$ cat src/design/ocfh_pkg.sv
package ocfh_pkg;
    // host policy selections for overcurrent response
    localparam logic [1:0] POLICY_FIRST = 2'h0;
    localparam logic [1:0] POLICY_COUNT = 2'h1;
    localparam logic [1:0] POLICY_HICCUP = 2'h2;
    localparam logic [1:0] POLICY_HICCUP_AFTER = 2'h3;
    // default counts: period and high time in clock cycles, hiccup and high-limit times in pulse-train periods
    localparam int DEF_PERIOD = 16;
    localparam int DEF_HIGH_TIME = 8;
    localparam int DEF_EVENT_LIMIT = 4;
    localparam int DEF_HICCUP_PERIODS = 64;
    localparam int DEF_HIGH_LIMIT_PERIODS = 16;
    localparam int CNT_W = 16;
    // reset value of the flag: high until supplies are good
    localparam logic FLAG_RESET = 1'h1;
endpackage : ocfh_pkg

$ cat src/design/ocfh_link_if.sv
`timescale 1ns/1ns
// pins between host controller and pwm device
interface ocfh_link_if;
    logic pulse_clk;            // host pulse train
    logic overcurrent_flag;     // device flag to host
    logic limit_threshold_input; // host selects high (1) or reduced (0) limit
    modport device (input pulse_clk, input limit_threshold_input, output overcurrent_flag);
    modport host (output pulse_clk, output limit_threshold_input, input overcurrent_flag);
endinterface : ocfh_link_if

$ cat src/design/ocfh_host.sv
`timescale 1ns/1ns
module ocfh_host
    import ocfh_pkg::*;
#(
    parameter int PERIOD = DEF_PERIOD,
    parameter int HIGH_TIME = DEF_HIGH_TIME,
    parameter int EVENT_LIMIT = DEF_EVENT_LIMIT,
    parameter int HICCUP_PERIODS = DEF_HICCUP_PERIODS,
    parameter int HIGH_LIMIT_PERIODS = DEF_HIGH_LIMIT_PERIODS
) (
    input wire logic clock,
    input wire logic rst,
    ocfh_link_if.host link,
    input wire logic enable,
    input wire logic [1:0] policy,
    output logic running,
    output logic shut_down,
    output logic [CNT_W-1:0] event_count
);
    typedef enum logic [1:0] {
        OCFH_H_WAIT = 2'h0, OCFH_H_RUN = 2'h1, OCFH_H_HICCUP = 2'h3, OCFH_H_OFF = 2'h2
    } ocfh_host_state_t;
    ocfh_host_state_t state_q, state_d;
    logic [1:0] flag_sync_q, flag_sync_d;
    logic flag_prev_q, flag_prev_d;
    logic [CNT_W-1:0] tick_q, tick_d, ev_q, ev_d, per_q, per_d, wait_q, wait_d;
    logic pclk_q, pclk_d, lim_q, lim_d, run_q, run_d, off_q, off_d;
    logic flag_s, flag_rise, end_per;

    assign flag_s = flag_sync_q[1];
    assign flag_rise = flag_s & ~flag_prev_q;
    assign end_per = tick_q == CNT_W'(PERIOD - 1);

    // pulse train, event counting and policy
    always_comb begin
        flag_sync_d = {flag_sync_q[0], link.overcurrent_flag};
        flag_prev_d = flag_s;
        state_d = state_q;
        tick_d = end_per ? '0 : tick_q + 1'b1;
        ev_d = ev_q;
        per_d = per_q;
        wait_d = wait_q;
        pclk_d = 1'h0;
        lim_d = lim_q;
        run_d = 1'h0;
        off_d = 1'h0;
        case (state_q)
            OCFH_H_WAIT: begin
                tick_d = '0;
                per_d = '0;
                lim_d = 1'h1;
                if (enable && !flag_s) state_d = OCFH_H_RUN;
            end
            OCFH_H_RUN: begin
                run_d = 1'h1;
                pclk_d = tick_d < CNT_W'(HIGH_TIME);
                if (end_per && per_q != CNT_W'(HIGH_LIMIT_PERIODS)) per_d = per_q + 1'b1;
                lim_d = per_q < CNT_W'(HIGH_LIMIT_PERIODS);
                if (flag_rise) begin
                    ev_d = ev_q + 1'b1;
                    case (policy)
                        POLICY_FIRST: state_d = OCFH_H_OFF;
                        POLICY_COUNT: if (ev_d >= CNT_W'(EVENT_LIMIT)) state_d = OCFH_H_OFF;
                        POLICY_HICCUP: state_d = OCFH_H_HICCUP;
                        default: if (ev_d >= CNT_W'(EVENT_LIMIT)) state_d = OCFH_H_HICCUP;
                    endcase
                    if (state_d != OCFH_H_RUN) pclk_d = 1'h0;
                end
                if (state_d == OCFH_H_HICCUP) wait_d = '0;
                if (!enable) state_d = OCFH_H_WAIT;
            end
            OCFH_H_HICCUP: begin
                if (end_per) wait_d = wait_q + 1'b1;
                // retry with pulses: the flag only clears while drives run
                if (wait_q == CNT_W'(HICCUP_PERIODS)) begin
                    state_d = OCFH_H_RUN;
                    tick_d = '0;
                    per_d = '0;
                    lim_d = 1'h1;
                    ev_d = '0;
                end
            end
            OCFH_H_OFF: begin
                off_d = 1'h1;
                if (!enable) begin
                    state_d = OCFH_H_WAIT;
                    ev_d = '0;
                end
            end
            default: state_d = OCFH_H_WAIT;
        endcase
    end

    // registers
    always_ff @(posedge clock) begin
        if (rst) begin
            state_q <= OCFH_H_WAIT;
            flag_sync_q <= 2'h3;
            flag_prev_q <= 1'h1;
            tick_q <= '0;
            ev_q <= '0;
            per_q <= '0;
            wait_q <= '0;
            pclk_q <= 1'h0;
            lim_q <= 1'h1;
            run_q <= 1'h0;
            off_q <= 1'h0;
        end else begin
            state_q <= state_d;
            flag_sync_q <= flag_sync_d;
            flag_prev_q <= flag_prev_d;
            tick_q <= tick_d;
            ev_q <= ev_d;
            per_q <= per_d;
            wait_q <= wait_d;
            pclk_q <= pclk_d;
            lim_q <= lim_d;
            run_q <= run_d;
            off_q <= off_d;
        end
    end

    assign link.pulse_clk = pclk_q;
    assign link.limit_threshold_input = lim_q;
    assign running = run_q;
    assign shut_down = off_q;
    assign event_count = ev_q;
endmodule : ocfh_host

$ cat src/flat_wrapper.sv
// flat-port wrapper written by rule: the top's interface ports become plain ports
module ocfh_host_flat import ocfh_pkg::*;
#(
    parameter int PERIOD = DEF_PERIOD,
    parameter int HIGH_TIME = DEF_HIGH_TIME,
    parameter int EVENT_LIMIT = DEF_EVENT_LIMIT,
    parameter int HICCUP_PERIODS = DEF_HICCUP_PERIODS,
    parameter int HIGH_LIMIT_PERIODS = DEF_HIGH_LIMIT_PERIODS
)
  (clock, rst, enable, policy, running, shut_down, event_count, link_pulse_clk, link_limit_threshold_input, link_overcurrent_flag);
  ocfh_link_if link_i ();
  input wire logic clock;
  input wire logic rst;
  input wire logic enable;
  input wire logic [1:0] policy;
  output logic running;
  output logic shut_down;
  output logic [CNT_W-1:0] event_count;
  output wire logic [$bits(link_i.pulse_clk)-1:0] link_pulse_clk;
  output wire logic [$bits(link_i.limit_threshold_input)-1:0] link_limit_threshold_input;
  input wire logic [$bits(link_i.overcurrent_flag)-1:0] link_overcurrent_flag;
  assign link_pulse_clk = link_i.pulse_clk;
  assign link_limit_threshold_input = link_i.limit_threshold_input;
  assign link_i.overcurrent_flag = link_overcurrent_flag;
  ocfh_host #(.PERIOD(PERIOD), .HIGH_TIME(HIGH_TIME), .EVENT_LIMIT(EVENT_LIMIT), .HICCUP_PERIODS(HICCUP_PERIODS), .HIGH_LIMIT_PERIODS(HIGH_LIMIT_PERIODS)) u_core (.clock(clock), .rst(rst), .link(link_i), .enable(enable), .policy(policy), .running(running), .shut_down(shut_down), .event_count(event_count));
endmodule
$ cat config.mk
export PLATFORM = sky130hd
export DESIGN_NAME = ocfh_host_flat
export DESIGN_NICKNAME = d
export VERILOG_FILES = /design/src/design/ocfh_pkg.sv /design/src/design/ocfh_link_if.sv /design/src/design/ocfh_host.sv /design/src/flat_wrapper.sv
export SDC_FILE = /design/constraint.sdc
export NUM_CORES = 1
export LEC_CHECK = 0
export ABC_CLOCK_PERIOD_IN_PS = 3750
export BUFFER_PORTS_ARGS = -buffer_cell sky130_fd_sc_hd__clkbuf_2
export CORE_MARGIN = 3
export CORE_UTILIZATION = 23
export CTS_CLUSTER_DIAMETER = 60
export DETAILED_ROUTE_END_ITERATION = 10
export PLACE_DENSITY = 0.41
export SLEW_MARGIN = 20
export SYNTH_ARGS = -nofsm -noshare
export SYNTH_HDL_FRONTEND = slang
export SYNTH_SLANG_ARGS = --single-unit
$ cat constraint.sdc
create_clock -name clock -period 3.75 [get_ports clock]
set_input_delay 0.375 -clock clock [delete_from_list [all_inputs] [get_ports clock]]
set_output_delay 0.375 -clock clock [all_outputs]
set_load 0.005 [all_outputs]
# [After elaboration in Yosys (flattened, before gate mapping)]
# Cells that the tools add are included.
[op_classes] bitwise=3 n_reduce_logical=14 n_addsub=4 magnitude_cmp=3 mux=30 n_div=0 n_mul=0 shift=0 n_eq_ne=17
[op_table] operator="$mux W16" count=8
[op_table] operator="$pmux W16 S3" count=2
[op_table] operator="$add A16 B1 Y16 const B" count=4
[op_table] operator="$pmux W16 S2" count=2
[op_table] operator="$mux W2" count=10
[op_table] operator="$eq A16 B4 Y1 const B" count=1
[op_table] operator="$eq A16 B7 Y1 const B" count=1
[op_table] operator="$ge A16 B3 Y1 const B" count=1
[op_table] operator="$lt A16 B4 Y1 const B" count=1
[op_table] operator="$lt A16 B5 Y1 const B" count=1
[op_table] operator="$ne A16 B5 Y1 const B" count=1
[op_table] operator="$ne A2 B1 Y1 const B" count=7
[op_table] operator="$reduce_and A3 Y1" count=3
[op_table] operator="$eq A2 B2 Y1 const B" count=4
[op_table] operator="$pmux W2 S4" count=1
[op_table] operator="$pmux W2 S3" count=1
[op_table] operator="$reduce_bool A3 Y1" count=2
[op_table] operator="$mux W1" count=5
[op_table] operator="$eq A2 B1 Y1 const B" count=2
[op_table] operator="$logic_not A2 Y1" count=2
[op_table] operator="$reduce_and A4 Y1" count=1
[op_table] operator="$pmux W1 S3" count=1
[op_table] operator="$logic_and A1 B1 Y1" count=2
[op_table] operator="$ne A2 B2 Y1 const B" count=1
[op_table] operator="other kinds (6)" count=7
[totals] rom_bits=0 n_memories=0 ff_bits=73 out_inout_bits=20 latchBits=0 elab_cells=82 mem_bits_rw=0

# [Depth between registers and ports, before layout]
[logic_depth] word_depth=11 mapped_depth=11 ltp_nobuf=10

# [Worst setup path before layout]
# Ideal clock, no wire load.
[synth_timing] path_type="register -> register" start="register u_core.ev_q[0], in the netlist u_core.event_count[0]" end="register u_core.wait_q[15]" path_slack_ps=994 setup_time_ps=70 synth_period_minus_slack_ps=2756 required_ps=3680 t_arrival_ps=2685 stages_incl_launch_ff=11 path_cell_list="dfxtp_1 ha_1 nand4_4 nor3_4 nand3_2 a2111oi_4 a31o_2 a211oi_2 buf_6 or4_1 a21oi_1"
[synth_via] elab_chain_cells=11 word_cells_on_any_way=12 classes_between="1 x add/sub; 1 x order compare; 2 x eq/ne; 7 x mux; 1 x reduce/logical"
[synth_lines] element="start: declaration" line="ocfh_host.sv:26" source="logic [CNT_W-1:0] tick_q, tick_d, ev_q, ev_d, per_q, per_d, wait_q, wait_d;"
[synth_lines] element="start signal: assignment" line="ocfh_host.sv:113" source="ev_q <= ev_d;"
[synth_lines] element="$add A16 B1 Y16 (*)" line="ocfh_host.sv:60" source="ev_d = ev_q + 1'b1;"
[synth_lines] element="$ge A16 B3 Y1 (*)" line="ocfh_host.sv:63, ocfh_host.sv:65"
[synth_lines] element="$mux W2 (on tied branches)" line="ocfh_host.sv:65, ocfh_host.sv:63"
[synth_lines] element="$pmux W2 S3 (*)" line="ocfh_host.sv:61" source="case (policy)"
[synth_lines] element="$mux W2 (*)" line="ocfh_host.sv:59" source="if (flag_rise) begin"
[synth_lines] element="$mux W2 (*)" line="ocfh_host.sv:47" source="case (state_q)"
[synth_lines] element="$mux W2 (*)" line="ocfh_host.sv:59"
[synth_lines] element="$mux W2 (*)" line="ocfh_host.sv:47"
[synth_lines] element="$eq A2 B2 Y1 (*)" line="ocfh_host.sv:69" source="if (state_d == OCFH_H_HICCUP) wait_d = '0;"
[synth_lines] element="$ne A2 B1 Y1 (no source line) (*)"
[synth_lines] element="$reduce_and A3 Y1 (no source line) (*)"
[synth_lines] element="end signal: assignment" line="ocfh_host.sv:115" source="wait_q <= wait_d;"
[synth_lines] element="end: declaration" line="ocfh_host.sv:26"
# Every way passes the cells marked *; elsewhere a longest branch is shown, timed or not. The select of a mux whose other input is x is not followed.
# A chain may end at the register's enable or synchronous reset.

# [Final worst setup path]
[layout_timing] start="register u_core.ev_q[0], in the netlist u_core.event_count[0]" end="register u_core.wait_q[6]"
# The elaborated chain is that of the path after synthesis.

==> impl_metrics.py <==
metrics = {
    "run_status": {
        "status": "complete, no violations",
    },
    "drt": {
        "viasPerCell": 4.93,
        "vias": 3611,
        "wl_per_cell_um": 13.7,
        "drc": 0,
        "wl_mm": 10.0,
        "dr.pass1.iters": 4,
        "final_antenna_net_count": 0,
        "drtIter0Drc": 295,
    },
    "floorplanning": {
        "rows": 47,
        "initial_utilization_pct": 24.0,
        "core_area_um2": 16900,
        "dieArea_um2": 19300,
        "die_h_um": 139,
        "design.portCount": 26,
        "die_x_um": 139,
    },
    "setup_path": {
        "critical_path_buf_inv_count": 1,
        "critical-path-top-delay-family": "simple AND/OR/NAND/NOR gates",
        "path_cells": "ha_1 > nand4_4 > nor3_4 > nand3_2 > a2111oi_4 > a31o_2 > a211oi_2 > buf_4 > or4_1 > a21oi_1",
        "end_kind": "flip-flop",
        "cp.required_ps": 4020,
        "cpMaxStageDelayCell": "or4_1",
        "start_kind": "flip-flop",
        "cp.arrival_ps": 3370,
        "cp_slowest_stage_delay_ps": 480,
        "path_class": "reg2reg",
        "cp_max_fo": 29,
    },
    "finish": {
        "area_growth_pct": 15.2,
        "nFillCells": 1844,
        "multi_input_area_um2": 2410,
        "n_antenna_cell": 0,
        "finalNetCount": 523,
        "register_area_um2": 1460,
        "layout-drive-gt1-share_pct": 14.1,
    },
    "yosys": {
        "synth.avg_cell_area_um2": 8.29,
        "synth-edff-count": 0,
        "synthAdderAreaFrac_pct": 3.08,
        "synth-xor-area-share_pct": 7.33,
        "synthCells": 490,
        "synthSimpleGateAreaFrac_pct": 29.7,
        "synth_top_family_by_area": "simple AND/OR/NAND/NOR gates",
        "synth_top_area_share_pct": 36.0,
        "synth_ff_type": "dfxtp_1",
        "muxShareOfSynthArea_pct": 0.246,
        "synth_nets": 506,
        "ys.warnings.count": 0,
        "synth_cell_types": 53,
        "ys_ff_latch": 73,
        "synth_compound_area_share_pct": 19.0,
        "yosysSeqAreaShare_pct": 36.0,
        "synthesis.area_um2": 4060,
        "async_flop_share_pct": 0,
        "synth_area_leaders": "dfxtp_1 36%, a21oi_1 5.7%, nor2_1 5.3%, xnor2_1 4.7%, nand3_1 3.7%",
        "yosys.area.top_type": "dfxtp_1",
    },
    "grt": {
        "grt_max_degree": 30,
        "grtUsageTotal_pct": 10.6,
        "grt_pass1_vias": 3322,
        "grt_first_pass_wirelength_mm": 16.9,
        "grt_overflow": 0,
        "antenna_found_initial": 0,
    },
    "power": {
        "power.share.switching_pct": 26.4,
        "leakagePower_nw": 1.56,
        "power_density_nw_per_um2": 399,
        "vdd_drop_max_uv": 231,
        "pwr-share-seq_pct": 42.8,
        "clkPwrFrac_pct": 47.9,
        "p_switching_mw": 0.492,
        "combPwrFrac_pct": 9.2,
        "internal_power_mw": 1.38,
    },
    "clock_network": {
        "htreeDepth": 3,
        "cts_tree": "yes",
        "hold_buffers": 0,
        "clk_pin_slew_ps": 60,
        "cts-buffers-inserted": 9,
        "clockRootBuffer": "clkbuf_16",
        "cts_sinks": 73,
        "ctsResizeCount": 0,
        "clock_latency_ps": 350,
        "cts_buffer_depth": 2,
        "post_cts_buffers": 0,
    },
    "sta": {
        "timing.final.hold_violations": 0,
        "min_period_ps": 3100,
        "final_max_slew_viol_count": 0,
        "whs_ps": 212,
        "max-slew-margin-rel_pct": 56.0,
        "finClkSkew_ps": 8.25,
        "final-setup-viol-count": 0,
        "rsz0062_at_grt": "false",
        "fmax_ghz": 0.323,
        "tightestPinTransition_ps": 660,
        "finalCritPeriodShare_pct": 82.6,
        "setup_tns_ps": 0,
    },
    "placed_design": {
        "portBuffers": 25,
        "place_congestion": 0.777,
        "hpwl_mm": 6.95,
    },
    "hold_path": {
        "worstHoldPathType": "in2reg",
    },
    "flow_run": {
        "drv_cap": 0,
    },
}
-- cell type report --
cell class	count	share of cell area [%]
Sequential cell	73	31.2
Multi-Input combinational cell	376	51.5
Clock inverter	6	1.39
Inverter	16	1.28
Tap cell	220	5.88
Clock buffer	10	5.11
Timing Repair Buffer	31	3.64
-- cells in the final DEF, fill, tap and decap left out, drive strengths merged, types with 18 or more instances in the layout --
cell	n
clkbuf	35
nand2	21
inv	18
nor2	58
nand3	33
and3	18
o21ai	21
a21oi	46
xnor2	22
dfxtp	73
-- cell families (layout without fill, tap and decap cells) --
family                     Yosys count  in the layout
DFF                                 73             73
AOI/OAI and AO/OA                  119            119
buffers and inverters               41             63
xor gates and xnor gates            34             34
and+or+nand+nor                    212            212
muxes                                1              1
adders and majority gates           10             10
-- worst paths after layout --
| kind | from | end | slack (ps) | cells past startpoint |
|---|---|---|---|---|
| setup / recovery | u_core.event_count[0] | u_core.wait_q[6] | 650 | 10 |
| hold / removal | link_overcurrent_flag | u_core.flag_sync_q[0] | 210 | 2 |
| setup reg to reg | u_core.event_count[0] | u_core.wait_q[6] | 650 | 10 |
| hold reg to reg | u_core.flag_sync_q[0] | u_core.flag_sync_q[1] | 410 | 1 |
-- metrics by stage --
stage	power, mW	utilization, %	setup slack (ps)	instances	instance area [um2]
3_3_place_gp	0.989	25.8	735	716	4380
4_1_cts	1.90	27.6	626	732	4680
2_1_floorplan	0.937	-	994	490	4060
6_report	1.87	27.6	652	732	4680
5_1_grt	1.96	27.6	383	732	4680
3_5_place_dp	0.992	25.8	639	716	4380
-- synth_stat cells (3+ instances only) --
| cell type | n |
|---|---|
| a211oi_1 | 4 |
| a31o_2 | 3 |
| nand4b_1 | 3 |
| a21o_1 | 4 |
| xor2_1 | 12 |
| a21oi_1 | 46 |
| nor2_1 | 57 |
| a41oi_1 | 3 |
| o31ai_1 | 15 |
| nand3b_1 | 6 |
| nand4_1 | 6 |
| clkbuf_1 | 17 |
| nor2b_1 | 4 |
| nor3_1 | 13 |
| or2_2 | 9 |
| inv_1 | 16 |
| buf_6 | 3 |
| xnor2_1 | 22 |
| o21ai_0 | 21 |
| nand3_1 | 30 |
| or3_1 | 10 |
| and3_1 | 18 |
| buf_4 | 4 |
| or4_1 | 14 |
| nor4_1 | 6 |
| nand2_1 | 21 |
| a31oi_1 | 6 |
| dfxtp_1 | 73 |
| ha_1 | 10 |
-- flip-flops by register name (all words and copies together), names as in the netlist --
register                           flops
u_core.link.pulse_clk                  1
u_core.link.limit_threshold_input      1
u_core.flag_prev_q                     1
u_core.per_q                          16
u_core.running                         1
u_core.state_q                         2
u_core.event_count                    16
u_core.wait_q                         16
u_core.tick_q                         16
u_core.flag_sync_q                     2
u_core.shut_down                       1
-- layer usage --
layer	track usage [%]	part of all wire [%]	routed length, um
met1	14.3	50	5020
met2	16.0	45	4470
met3	3.10	3.7	368
met4	3.86	1.5	148
met5	0	0	0
-- power groups by stage --
stage	logic (mW)	clock network (mW)	registers [mW]
2_1_floorplan	0.122	0	0.815
3_3_place_gp	0.172	0	0.817
3_5_place_dp	0.175	0	0.817
4_1_cts	0.175	0.929	0.800
5_1_grt	0.195	0.962	0.802
6_report	0.172	0.895	0.800
Note: power is estimated with default switching activity, not from simulation.
